===== config.mk =====
export PLATFORM = sky130hd
export DESIGN_NAME = ami_top
export DESIGN_NICKNAME = d
export VERILOG_FILES = /design/src/ami_pkg.sv /design/src/ami_top.sv
export SDC_FILE = /design/constraint.sdc
export NUM_CORES = 1
export LEC_CHECK = 0
export BUFFER_PORTS_ARGS = -buffer_cell sky130_fd_sc_hd__buf_2
export CORE_MARGIN = 4
export CORE_UTILIZATION = 50
export DETAILED_ROUTE_END_ITERATION = 6
export PLACE_DENSITY_LB_ADDON = 0.3
export SYNTH_ARGS = -nofsm -noshare
export SYNTH_HDL_FRONTEND = slang
export SYNTH_SLANG_ARGS = --single-unit
export TNS_END_PERCENT = 1

===== constraint.sdc =====
create_clock -name aclk -period 2.6 [get_ports aclk]
set_clock_uncertainty 0.2 [all_clocks]
set_input_delay 0.52 -clock aclk [delete_from_list [all_inputs] [get_ports aclk]]
set_output_delay 0.52 -clock aclk [all_outputs]
set_load 0.05 [all_outputs]

===== src/ami_pkg.sv =====
// Constants for the asynchronous memory interface: register map, fields, reset values, states.
// Assumes a 32-bit AXI4-Lite register bus and one controller clock.
package ami_pkg;
	localparam logic [7:0] OFF_TIMING = 8'h00;
	localparam logic [7:0] OFF_WAIT   = 8'h04;
	localparam logic [7:0] OFF_ADDR   = 8'h08;
	localparam logic [7:0] OFF_WDATA  = 8'h0C;
	localparam logic [7:0] OFF_CMD    = 8'h10;
	localparam logic [7:0] OFF_STATUS = 8'h14;
	localparam logic [7:0] OFF_RDATA  = 8'h18;

	localparam int POS_SS     = 31;
	localparam int POS_EW     = 30;
	localparam int POS_WSETUP = 26;
	localparam int POS_WSTRB  = 20;
	localparam int POS_WHOLD  = 17;
	localparam int POS_RSETUP = 13;
	localparam int POS_RSTRB  = 7;
	localparam int POS_RHOLD  = 4;
	localparam int POS_TA     = 2;
	localparam int POS_ASIZE  = 0;
	localparam int POS_WP     = 28;
	localparam int POS_START  = 0;
	localparam int POS_WRITE  = 1;
	localparam int POS_BE     = 4;
	localparam int POS_BUSY   = 0;

	localparam int SETUP_W = 4;
	localparam int STRB_W  = 6;
	localparam int HOLD_W  = 3;
	localparam int CNT_W   = 6;

	localparam logic [31:0] RST_TIMING = 32'h3FFFFFFC;
	localparam logic [31:0] RST_WAIT   = 32'h10000000;
	localparam logic [31:0] TIMING_MASK = 32'hFFFFFFFF;
	localparam logic [31:0] WAIT_MASK   = 32'h10000000;

	localparam logic [1:0] ASIZE_8  = 2'h0;
	localparam logic [1:0] ASIZE_16 = 2'h1;

	localparam logic [1:0] RESP_OKAY   = 2'h0;
	localparam logic [1:0] RESP_SLVERR = 2'h2;

	typedef enum logic [1:0] {
		AMI_IDLE   = 2'b00,
		AMI_SETUP  = 2'b01,
		AMI_STROBE = 2'b10,
		AMI_HOLD   = 2'b11
	} ami_state_t;
endpackage


===== src/ami_top.sv =====
// Asynchronous memory interface: AXI4-Lite registers and an access engine for SRAM or flash.
// Assumes synchronous inputs on aclk and one access in flight, started by a command write.
`timescale 1ns/1ps
module ami_top
#(
	parameter int ADDR_W = 13
)
(
	input  wire logic              aclk,
	input  wire logic              aresetn,
	input  wire logic [7:0]        s_axi_awaddr,
	input  wire logic              s_axi_awvalid,
	output logic                   s_axi_awready,
	input  wire logic [31:0]       s_axi_wdata,
	input  wire logic [3:0]        s_axi_wstrb,
	input  wire logic              s_axi_wvalid,
	output logic                   s_axi_wready,
	output logic [1:0]             s_axi_bresp,
	output logic                   s_axi_bvalid,
	input  wire logic              s_axi_bready,
	input  wire logic [7:0]        s_axi_araddr,
	input  wire logic              s_axi_arvalid,
	output logic                   s_axi_arready,
	output logic [31:0]            s_axi_rdata,
	output logic [1:0]             s_axi_rresp,
	output logic                   s_axi_rvalid,
	input  wire logic              s_axi_rready,
	output logic [ADDR_W-1:0]      ext_word_addr,
	output logic [1:0]             byte_lane_select,
	output logic [3:0]             write_strobe_byte_enable_n,
	output logic                   async_chip_select_n,
	output logic                   write_strobe_pin_n,
	output logic                   read_strobe_n,
	output logic [31:0]            ext_data_out,
	output logic                   ext_data_oe,
	input  wire logic [31:0]       ext_data_in,
	input  wire logic              wait_input_pin
);
	logic [31:0]        async_timing_config, next_timing;
	logic [31:0]        wait_cycle_config, next_wait;
	logic [31:0]        mem_addr, next_mem_addr;
	logic [31:0]        mem_wdata, next_mem_wdata;
	logic               aw_full, next_aw_full;
	logic [7:0]         aw_addr, next_aw_addr;
	logic               w_full, next_w_full;
	logic [31:0]        w_data, next_w_data;
	logic [3:0]         w_strb, next_w_strb;
	logic               next_awready, next_wready, next_arready;
	logic               next_bvalid, next_rvalid;
	logic [1:0]         next_bresp, next_rresp;
	logic [31:0]        next_rdata;
	logic               start, next_start;
	logic               start_write, next_start_write;
	logic [3:0]         start_be, next_start_be;
	logic [31:0]        wmask;

	localparam int CNT_W_L = ami_pkg::CNT_W;

	ami_pkg::ami_state_t state, next_state;
	logic [CNT_W_L-1:0] cnt, next_cnt;
	logic [31:0]        snap, next_snap;
	logic               snap_wp, next_snap_wp;
	logic               acc_wr, next_acc_wr;
	logic [3:0]         acc_be, next_acc_be;
	logic [31:0]        acc_addr, next_acc_addr;
	logic [31:0]        acc_data, next_acc_data;
	logic [31:0]        read_data, next_read_data;
	logic [ADDR_W-1:0]  next_ext_addr;
	logic [1:0]         next_bls;
	logic [3:0]         next_dqm_n;
	logic               next_cs_n, next_we_n, next_re_n, next_oe;
	logic               wait_act;
	logic               busy;

	function automatic logic [31:0] merge(input logic [31:0] old, input logic [31:0] d,
		input logic [3:0] strb);
		logic [31:0] r;
		r = old;
		for (int i = 0; i < 4; i++)
			if (strb[i])
				r[i*8 +: 8] = d[i*8 +: 8];
		return r;
	endfunction

	assign busy = (state != ami_pkg::AMI_IDLE) || start;

	// Register bus: address and data are taken independently, the write happens once both are held
	always_comb
	begin
		next_timing      = async_timing_config;
		next_wait        = wait_cycle_config;
		next_mem_addr    = mem_addr;
		next_mem_wdata   = mem_wdata;
		next_aw_full     = aw_full;
		next_aw_addr     = aw_addr;
		next_w_full      = w_full;
		next_w_data      = w_data;
		next_w_strb      = w_strb;
		next_bvalid      = s_axi_bvalid;
		next_bresp       = s_axi_bresp;
		next_rvalid      = s_axi_rvalid;
		next_rresp       = s_axi_rresp;
		next_rdata       = s_axi_rdata;
		next_start       = 1'b0;
		next_start_write = start_write;
		next_start_be    = start_be;
		wmask            = 32'h00000000;
		if (s_axi_awvalid && s_axi_awready)
		begin
			next_aw_full = 1'b1;
			next_aw_addr = s_axi_awaddr;
		end
		if (s_axi_wvalid && s_axi_wready)
		begin
			next_w_full = 1'b1;
			next_w_data = s_axi_wdata;
			next_w_strb = s_axi_wstrb;
		end
		if (s_axi_bvalid && s_axi_bready)
			next_bvalid = 1'b0;
		if (aw_full && w_full && !s_axi_bvalid)
		begin
			next_aw_full = 1'b0;
			next_w_full  = 1'b0;
			next_bvalid  = 1'b1;
			next_bresp   = ami_pkg::RESP_OKAY;
			unique case (aw_addr)
				ami_pkg::OFF_TIMING: next_timing = merge(async_timing_config, w_data,
					w_strb);
				ami_pkg::OFF_WAIT:
				begin
					wmask     = merge(32'h00000000, ami_pkg::WAIT_MASK, w_strb);
					next_wait = (wait_cycle_config & ~wmask) | (w_data & wmask);
				end
				ami_pkg::OFF_ADDR:   next_mem_addr  = merge(mem_addr, w_data, w_strb);
				ami_pkg::OFF_WDATA:  next_mem_wdata = merge(mem_wdata, w_data, w_strb);
				ami_pkg::OFF_CMD:
				begin
					// A command while an access runs is dropped; software polls busy first
					if (w_strb[0] && w_data[ami_pkg::POS_START] && !busy)
					begin
						next_start       = 1'b1;
						next_start_write = w_data[ami_pkg::POS_WRITE];
						next_start_be    = w_data[ami_pkg::POS_BE +: 4];
					end
				end
				ami_pkg::OFF_STATUS, ami_pkg::OFF_RDATA: ;
				default: next_bresp = ami_pkg::RESP_SLVERR;
			endcase
		end
		if (s_axi_rvalid && s_axi_rready)
			next_rvalid = 1'b0;
		if (s_axi_arvalid && s_axi_arready)
		begin
			next_rvalid = 1'b1;
			next_rresp  = ami_pkg::RESP_OKAY;
			unique case (s_axi_araddr)
				ami_pkg::OFF_TIMING: next_rdata = async_timing_config;
				ami_pkg::OFF_WAIT:   next_rdata = wait_cycle_config;
				ami_pkg::OFF_ADDR:   next_rdata = mem_addr;
				ami_pkg::OFF_WDATA:  next_rdata = mem_wdata;
				ami_pkg::OFF_CMD:    next_rdata = 32'h00000000;
				ami_pkg::OFF_STATUS: next_rdata = {31'h00000000, busy};
				ami_pkg::OFF_RDATA:  next_rdata = read_data;
				default:
				begin
					next_rdata = 32'h00000000;
					next_rresp = ami_pkg::RESP_SLVERR;
				end
			endcase
		end
		next_awready = !next_aw_full;
		next_wready  = !next_w_full;
		next_arready = !next_rvalid;
	end

	always_ff @(posedge aclk)
	begin
		if (!aresetn)
		begin
			async_timing_config <= ami_pkg::RST_TIMING;
			wait_cycle_config   <= ami_pkg::RST_WAIT;
			mem_addr            <= 32'h00000000;
			mem_wdata           <= 32'h00000000;
			aw_full             <= 1'b0;
			aw_addr             <= 8'h00;
			w_full              <= 1'b0;
			w_data              <= 32'h00000000;
			w_strb              <= 4'h0;
			s_axi_awready       <= 1'b0;
			s_axi_wready        <= 1'b0;
			s_axi_arready       <= 1'b0;
			s_axi_bvalid        <= 1'b0;
			s_axi_bresp         <= 2'h0;
			s_axi_rvalid        <= 1'b0;
			s_axi_rresp         <= 2'h0;
			s_axi_rdata         <= 32'h00000000;
			start               <= 1'b0;
			start_write         <= 1'b0;
			start_be            <= 4'h0;
		end
		else
		begin
			async_timing_config <= next_timing;
			wait_cycle_config   <= next_wait;
			mem_addr            <= next_mem_addr;
			mem_wdata           <= next_mem_wdata;
			aw_full             <= next_aw_full;
			aw_addr             <= next_aw_addr;
			w_full              <= next_w_full;
			w_data              <= next_w_data;
			w_strb              <= next_w_strb;
			s_axi_awready       <= next_awready;
			s_axi_wready        <= next_wready;
			s_axi_arready       <= next_arready;
			s_axi_bvalid        <= next_bvalid;
			s_axi_bresp         <= next_bresp;
			s_axi_rvalid        <= next_rvalid;
			s_axi_rresp         <= next_rresp;
			s_axi_rdata         <= next_rdata;
			start               <= next_start;
			start_write         <= next_start_write;
			start_be            <= next_start_be;
		end
	end

	// Polarity one waits on a high pin, zero on a low pin
	assign wait_act = snap_wp ? wait_input_pin : !wait_input_pin;

	// Access engine; the configuration is snapshotted at start so a mid-access write cannot tear it
	always_comb
	begin
		next_state     = state;
		next_cnt       = cnt;
		next_snap      = snap;
		next_snap_wp   = snap_wp;
		next_acc_wr    = acc_wr;
		next_acc_be    = acc_be;
		next_acc_addr  = acc_addr;
		next_acc_data  = acc_data;
		next_read_data = read_data;
		unique case (state)
			ami_pkg::AMI_IDLE:
				if (start)
				begin
					next_snap     = async_timing_config;
					next_snap_wp  = wait_cycle_config[ami_pkg::POS_WP];
					next_acc_wr   = start_write;
					next_acc_be   = start_be;
					next_acc_addr = mem_addr;
					next_acc_data = mem_wdata;
					next_state    = ami_pkg::AMI_SETUP;
					next_cnt      = start_write ?
						CNT_W_L'(async_timing_config[ami_pkg::POS_WSETUP +: ami_pkg::SETUP_W]) :
						CNT_W_L'(async_timing_config[ami_pkg::POS_RSETUP +: ami_pkg::SETUP_W]);
				end
			ami_pkg::AMI_SETUP:
				if (cnt == '0)
				begin
					next_state = ami_pkg::AMI_STROBE;
					next_cnt   = acc_wr ? snap[ami_pkg::POS_WSTRB +: ami_pkg::STRB_W] :
						snap[ami_pkg::POS_RSTRB +: ami_pkg::STRB_W];
				end
				else
					next_cnt = cnt - 1'b1;
			ami_pkg::AMI_STROBE:
				if (cnt != '0)
					next_cnt = cnt - 1'b1;
				else if (!(snap[ami_pkg::POS_EW] && wait_act))
				begin
					if (!acc_wr)
						next_read_data = ext_data_in;
					next_state = ami_pkg::AMI_HOLD;
					next_cnt   = acc_wr ?
						CNT_W_L'(snap[ami_pkg::POS_WHOLD +: ami_pkg::HOLD_W]) :
						CNT_W_L'(snap[ami_pkg::POS_RHOLD +: ami_pkg::HOLD_W]);
				end
			ami_pkg::AMI_HOLD:
				if (cnt == '0)
					next_state = ami_pkg::AMI_IDLE;
				else
					next_cnt = cnt - 1'b1;
		endcase
		next_ext_addr = next_acc_addr[ADDR_W+1:2];
		unique case (next_snap[ami_pkg::POS_ASIZE +: 2])
			ami_pkg::ASIZE_8:  next_bls = next_acc_addr[1:0];
			ami_pkg::ASIZE_16: next_bls = {next_acc_addr[1], 1'b0};
			default:           next_bls = 2'h0;
		endcase
		next_we_n  = !(next_acc_wr && next_state == ami_pkg::AMI_STROBE);
		next_re_n  = !(!next_acc_wr && next_state == ami_pkg::AMI_STROBE);
		next_oe    = next_acc_wr && next_state != ami_pkg::AMI_IDLE;
		next_dqm_n = 4'hF;
		if (next_snap[ami_pkg::POS_SS])
		begin
			next_cs_n = next_state != ami_pkg::AMI_STROBE;
			if (next_state != ami_pkg::AMI_IDLE)
				next_dqm_n = ~next_acc_be;
		end
		else
		begin
			next_cs_n = next_state == ami_pkg::AMI_IDLE;
			if (!next_we_n)
				next_dqm_n = ~next_acc_be;
		end
	end

	always_ff @(posedge aclk)
	begin
		if (!aresetn)
		begin
			state                      <= ami_pkg::AMI_IDLE;
			cnt                        <= '0;
			snap                       <= ami_pkg::RST_TIMING;
			snap_wp                    <= 1'b0;
			acc_wr                     <= 1'b0;
			acc_be                     <= 4'h0;
			acc_addr                   <= 32'h00000000;
			acc_data                   <= 32'h00000000;
			read_data                  <= 32'h00000000;
			ext_word_addr              <= '0;
			byte_lane_select           <= 2'h0;
			write_strobe_byte_enable_n <= 4'hF;
			async_chip_select_n        <= 1'b1;
			write_strobe_pin_n         <= 1'b1;
			read_strobe_n              <= 1'b1;
			ext_data_out               <= 32'h00000000;
			ext_data_oe                <= 1'b0;
		end
		else
		begin
			state                      <= next_state;
			cnt                        <= next_cnt;
			snap                       <= next_snap;
			snap_wp                    <= next_snap_wp;
			acc_wr                     <= next_acc_wr;
			acc_be                     <= next_acc_be;
			acc_addr                   <= next_acc_addr;
			acc_data                   <= next_acc_data;
			read_data                  <= next_read_data;
			ext_word_addr              <= next_ext_addr;
			byte_lane_select           <= next_bls;
			write_strobe_byte_enable_n <= next_dqm_n;
			async_chip_select_n        <= next_cs_n;
			write_strobe_pin_n         <= next_we_n;
			read_strobe_n              <= next_re_n;
			ext_data_out               <= next_acc_data;
			ext_data_oe                <= next_oe;
		end
	end
endmodule


# Word level (Yosys, flattened, before mapping)
# Index checks and enable logic that the tools add are counted.
[word_totals]
reg_bits = 369
latch_bits = 0
ram_bits = 0
romBits = 0
input_bits = 92
output_inout_bits = 96
memories = 0
[op_classes]
add_sub_neg = 1
multipliers = 0
div = 0
order_cmp = 0
eq_ne = 21
shifts = 0
n_mux = 46
bitwise_logic = 8
n_reduce_logical = 53
[op_table]
columns = ["operator", "n"]
rows = [
  ["one-hot mux 32 bit (6 select lines)", 1],
  ["bitwise AND 32 bit", 2],
  ["two-way mux 32 bit", 2],
  ["equality test 8 x 5 -> 1 bit (second input constant)", 6],
  ["AND reduction 3 bit", 15],
  ["two-way mux 6 bit", 6],
  ["equality test 8 x 4 -> 1 bit (second input constant)", 4],
  ["two-way mux 8 bit", 4],
  ["inverter 32 bit", 1],
  ["bitwise OR 32 bit", 1],
  ["two-way mux 15 bit", 2],
  ["two-way mux 4 bit", 6],
  ["one-hot mux 6 bit (4 select lines)", 1],
  ["equality test 8 x 3 -> 1 bit (second input constant)", 2],
  ["logical NOT 8 bit", 2],
  ["two-way mux 2 bit", 7],
  ["OR reduction 7 bit", 2],
  ["logical AND 1 bit", 13],
  ["two-way mux 1 bit", 13],
  ["logical NOT 1 bit", 9],
  ["one-hot mux 2 bit (4 select lines)", 1],
  ["equality test 2 bit (second input constant)", 3],
  ["logical NOT 2 bit", 3],
  ["logical NOT 6 bit", 1],
  ["14 further kinds", 22],
]

# Depth between registers and ports, before layout
[depth]
word_depth = 10
ltp_mapped = 10

# Worst setup path before layout
# Ideal clock, no wire load.
[synth_timing]
path_type = "reg2reg"
start = "register cnt[0]"
end = "register cnt[2]"
setup_ps = 117
arrival_ps = 1913
t_required_ps = 2283
slack_ps = 369
path_stages_with_launch = 9
period_less_slack_ps = 2231
path_cell_list = "dfxtp_1 > inv_1 > ha_1 > or4b_1 > buf_6 > maj3_2 > a21oi_1 > o22ai_1 > a32o_1"
[synth_between]
elab_chain_len = 3
word_cells_on_any_way = 10
classes_between = "add/sub: 1; eq/ne: 2; mux: 4; reduce/logical: 3"
[synth_rtl]
columns = ["item", "line_no", "source"]
rows = [
  ["from (decl)", "ami_top.sv:60", "logic [CNT_W_L-1:0] cnt, next_cnt;"],
  ["from (signal assigned)", "ami_top.sv:333", "cnt <= next_cnt;"],
  ["subtractor 6 x 1 -> 6 bit, or another cell as far along", "ami_top.sv:265, ami_top.sv:268, ami_top.sv:282", ""],
  ["two-way mux 6 bit, or another cell as far along", "ami_top.sv:279", "if (cnt == '0)"],
  ["one-hot mux 6 bit (4 select lines) or AND reduction 3 bit (tied branches)", "--", ""],
]
# Parallel ways exist; a longest one is shown, timed or not. The select of a mux whose other input is x is not followed.
# A chain may end at the register's enable or synchronous reset.

# Final worst setup path
[layout_timing]
start = "register cnt[0]"
end = "register read_data[12]"
[layout_between]
elab_chain_len = 3
[layout_rtl]
columns = ["item", "line_no", "source"]
rows = [
  ["nonzero test 6 bit", "ami_top.sv:267", "if (cnt != '0)"],
  ["inverter 1 bit (no line)", "--", ""],
  ["AND reduction 4 bit (no line)", "--", ""],
  ["to (signal assigned)", "ami_top.sv:340", "read_data <= next_read_data;"],
  ["to (decl)", "ami_top.sv:67", "logic [31:0] read_data, next_read_data;"],
]
# Every way passes these cells.

==> out/qor.csv <==
stage;metric;value;unit
outcome;status;finished, final reports clean;
clocking;cts.sinks;313;
placement;dpl_cell_area;0.01360;mm2
timing;drv_slew;0;
global_route;grt_pass1_vias;10379;
placement;dp.cells;1933;
timing;finalWorstSetupSlack;170.7;ps
clocking;clkLatencyLatePin;550;ps
final_layout;design_area;0.01477;mm2
die;dieHeight;165.4;um
yosys;synth.distinct_cells;61;
min_path;min_from;s_axi_wdata[20];
timing;tightest_slew;692.7;ps
clocking;clockBufferDepth;3;
yosys;yosys-top-cells-area;dfxtp_1 (51%), nand2_1 (13%), a21oi_1 (5.9%);
timing;finalHoldViolations;0;
power_and_ir_drop;power.total;10.35;mW
min_path;min_path_type;in -> reg;
setup_path;crit_start;cnt[0]$_SDFFE_PN0P_;
yosys;syn_inst;1500;
clocking;htreeDepth;1;
yosys;synth_top_area_share;50.61;%
placement;dp_slack;93.25;ps
power_and_ir_drop;power_density;700.8;mW/mm2
yosys;async_flop_share;0;%
setup_path;path_max_fanout;32;
final_layout;drive_above_1_share;18.88;%
clocking;path_clk_slew;60;ps
timing;max_freq;411.6;MHz
yosys;ys_seq_area_share;50.61;%
setup_path;endpoint_kind;flip-flop;
yosys;synth_ff_type;dfxtp_1;
die;boundaryPins;188;
final_layout;fill_cells;2123;
yosys;ys_seq_elements;313;
drt;antenna_left;0;
global_route;grt_max_degree;93;
setup_path;critPathLaunchType;flip-flop;
die;num_rows;57;
setup_path;cp.arrival;2700;ps
die;fp.dieW;165.4;um
timing;setup_viol;0;
flow_run;maxCapViolations;0;
yosys;synth_top_area_cell;dfxtp_1;
placement;dp_hpwl;25.43;mm
die;start_util;50.91;%
timing;setup_tns;0;ps
clocking;post-cts-setup-buffers;0;
timing;layout_min_cycle_time;2429;ps
drt;drc_errors;0;
clocking;cts_buffers;31;
global_route;antenna_found_initial;0;
final_layout;utilization;60.72;%
die;core;0.02432;mm2
drt;dr.pass1.iters;5;
yosys;netlist_area;0.01238;mm2
clocking;cts_tree;built;
setup_path;r2r-start;cnt[0]$_SDFFE_PN0P_;
yosys;avgSynthCellArea;8.255;um2
power_and_ir_drop;leakage;5.825;nW
drt;drt_iter0_markers;1053;
drt;vias;11160;
yosys;post-synth-top-count-cell;nand2_1;
global_route;grt_usage;25.88;%
setup_path;cp.required;2870;ps
die;die_area;0.02735;mm2
placement;port_buffers;185;
timing;slew_headroom;53.65;%
yosys;synth_edf_count;0;
setup_path;worst-setup-path-type;reg -> reg;
global_route;grt_first_pass_wirelength;56.78;mm
clocking;cts_root_buf;clkbuf_16;
final_layout;fin_cells;1998;
yosys;ys.warnings.count;0;
drt;via_per_inst;5.586;
drt;wl_per_cell;18.16;um
timing;hold_slack;9.718;ps
placement;gp_congestion;0.8951;
timing;min_period_over_period;93.43;%
final_layout;antenna_cells;0;
timing;rsz0062_at_grt;false;
global_route;overflow;0;
drt;wl;36.28;mm
final_layout;area_growth;19.27;%
power_and_ir_drop;ir_drop;0.4458;mV
yosys;ys_top_cells_by_count;nand2_1 (441), dfxtp_1 (313), a21oi_1 (147), nand3_1 (114), clkbuf_1 (89);
final_layout;nets;1744;
==> final cells by class <==
cell class / instances / area, um2 / share of cell area [%]
Clock buffer: 41 / 893.4 / 6.049
Clock inverter: 16 / 191.4 / 1.296
Inverter: 7 / 28.78 / 0.1949
Multi-Input combinational cell: 1053 / 5504 / 37.27
Sequential cell: 313 / 6266 / 42.43
Tap cell: 324 / 405.4 / 2.745
Timing Repair Buffer: 244 / 1479 / 10.01
==> routing by layer <==
| metal | track usage (%) | wire length (um) | up-vias |
|---|---|---|---|
| met1 | 38.24 | 16620 | 5269 |
| met5 | 0 | 0 | - |
| met4 | 5.474 | 638 | 0 |
| met3 | 4.418 | 3055 | 47 |
| met2 | 40.00 | 15970 | 430 |
| li1 | - | - | 5414 |
==> worst max-delay path, cell delays in order (launching register included) <==
cell	delay, ps
dfxtp_1	350
inv_1	100
ha_1	190
or4b_4	530
a211oi_4	300
and2_1	220
buf_12	220
nand2_1	90
a21oi_1	140
==> cells by family after synthesis <==
family / count (synthesis) / share of synthesized area [%]
AOI/OAI and AO/OA: 338 / 16.12
and+or+nand+nor: 643 / 22.30
other: 1 / 0.03029
DFF: 313 / 50.61
xor gates and xnor gates: 5 / 0.3537
muxes: 62 / 5.164
adders and majority gates: 3 / 0.2930
buffers and inverters: 135 / 5.133
==> final timing paths <==
path,to,slack [ps],cells past startpoint
max,read_data[12]$_SDFFE_PN0P_,170,8
min,w_data[20]$_SDFFE_PN0P_,10,3
max reg2reg,read_data[12]$_SDFFE_PN0P_,170,8
min reg2reg,s_axi_rdata[20]$_SDFFE_PN0P_,250,2
==> registers in the layout, indices dropped and copies added, names as in the netlist, 6 cells and up, named ones only <==
name / flops
ext_word_addr: 13
mem_addr: 32
s_axi_rdata: 32
mem_wdata: 32
aw_addr: 8
w_data: 32
async_timing_config: 32
cnt: 6
read_data: 32
snap: 22
acc_data: 32
==> placed cells by master (no fill, tap or decap), types with 7 or more instances in the layout <==
cell	instances
nand2_1	440
dfxtp_1	313
buf_2	184
a21oi_1	147
nand3_1	114
o21ai_0	82
mux2i_1	56
buf_4	45
nor2_1	31
a22oi_1	31
clkbuf_16	31
o22a_1	30
o21ai_1	16
nor3_1	12
clkinv_2	9
clkbuf_8	8
dlygate4sd3_1	8
and3_1	7
buf_12	7
==> power by group <==
group	switching [mW]	total (mW)	leakage [nW]	internal, mW
clock	1.88	4.69	0.546	2.80
sequential	0.0873	4.95	2.53	4.87
combinational	0.445	0.706	2.75	0.261
total	2.42	10.3	5.83	7.93
==> what timing repair did <==
item / in CTS / in global routing
hold buffers: 8 / 0
resized for setup: 0 / 1
setup endpoints to repair: 0 / 16
hold endpoints to repair: 8 / 0
Power figures use the tool's default switching activity.
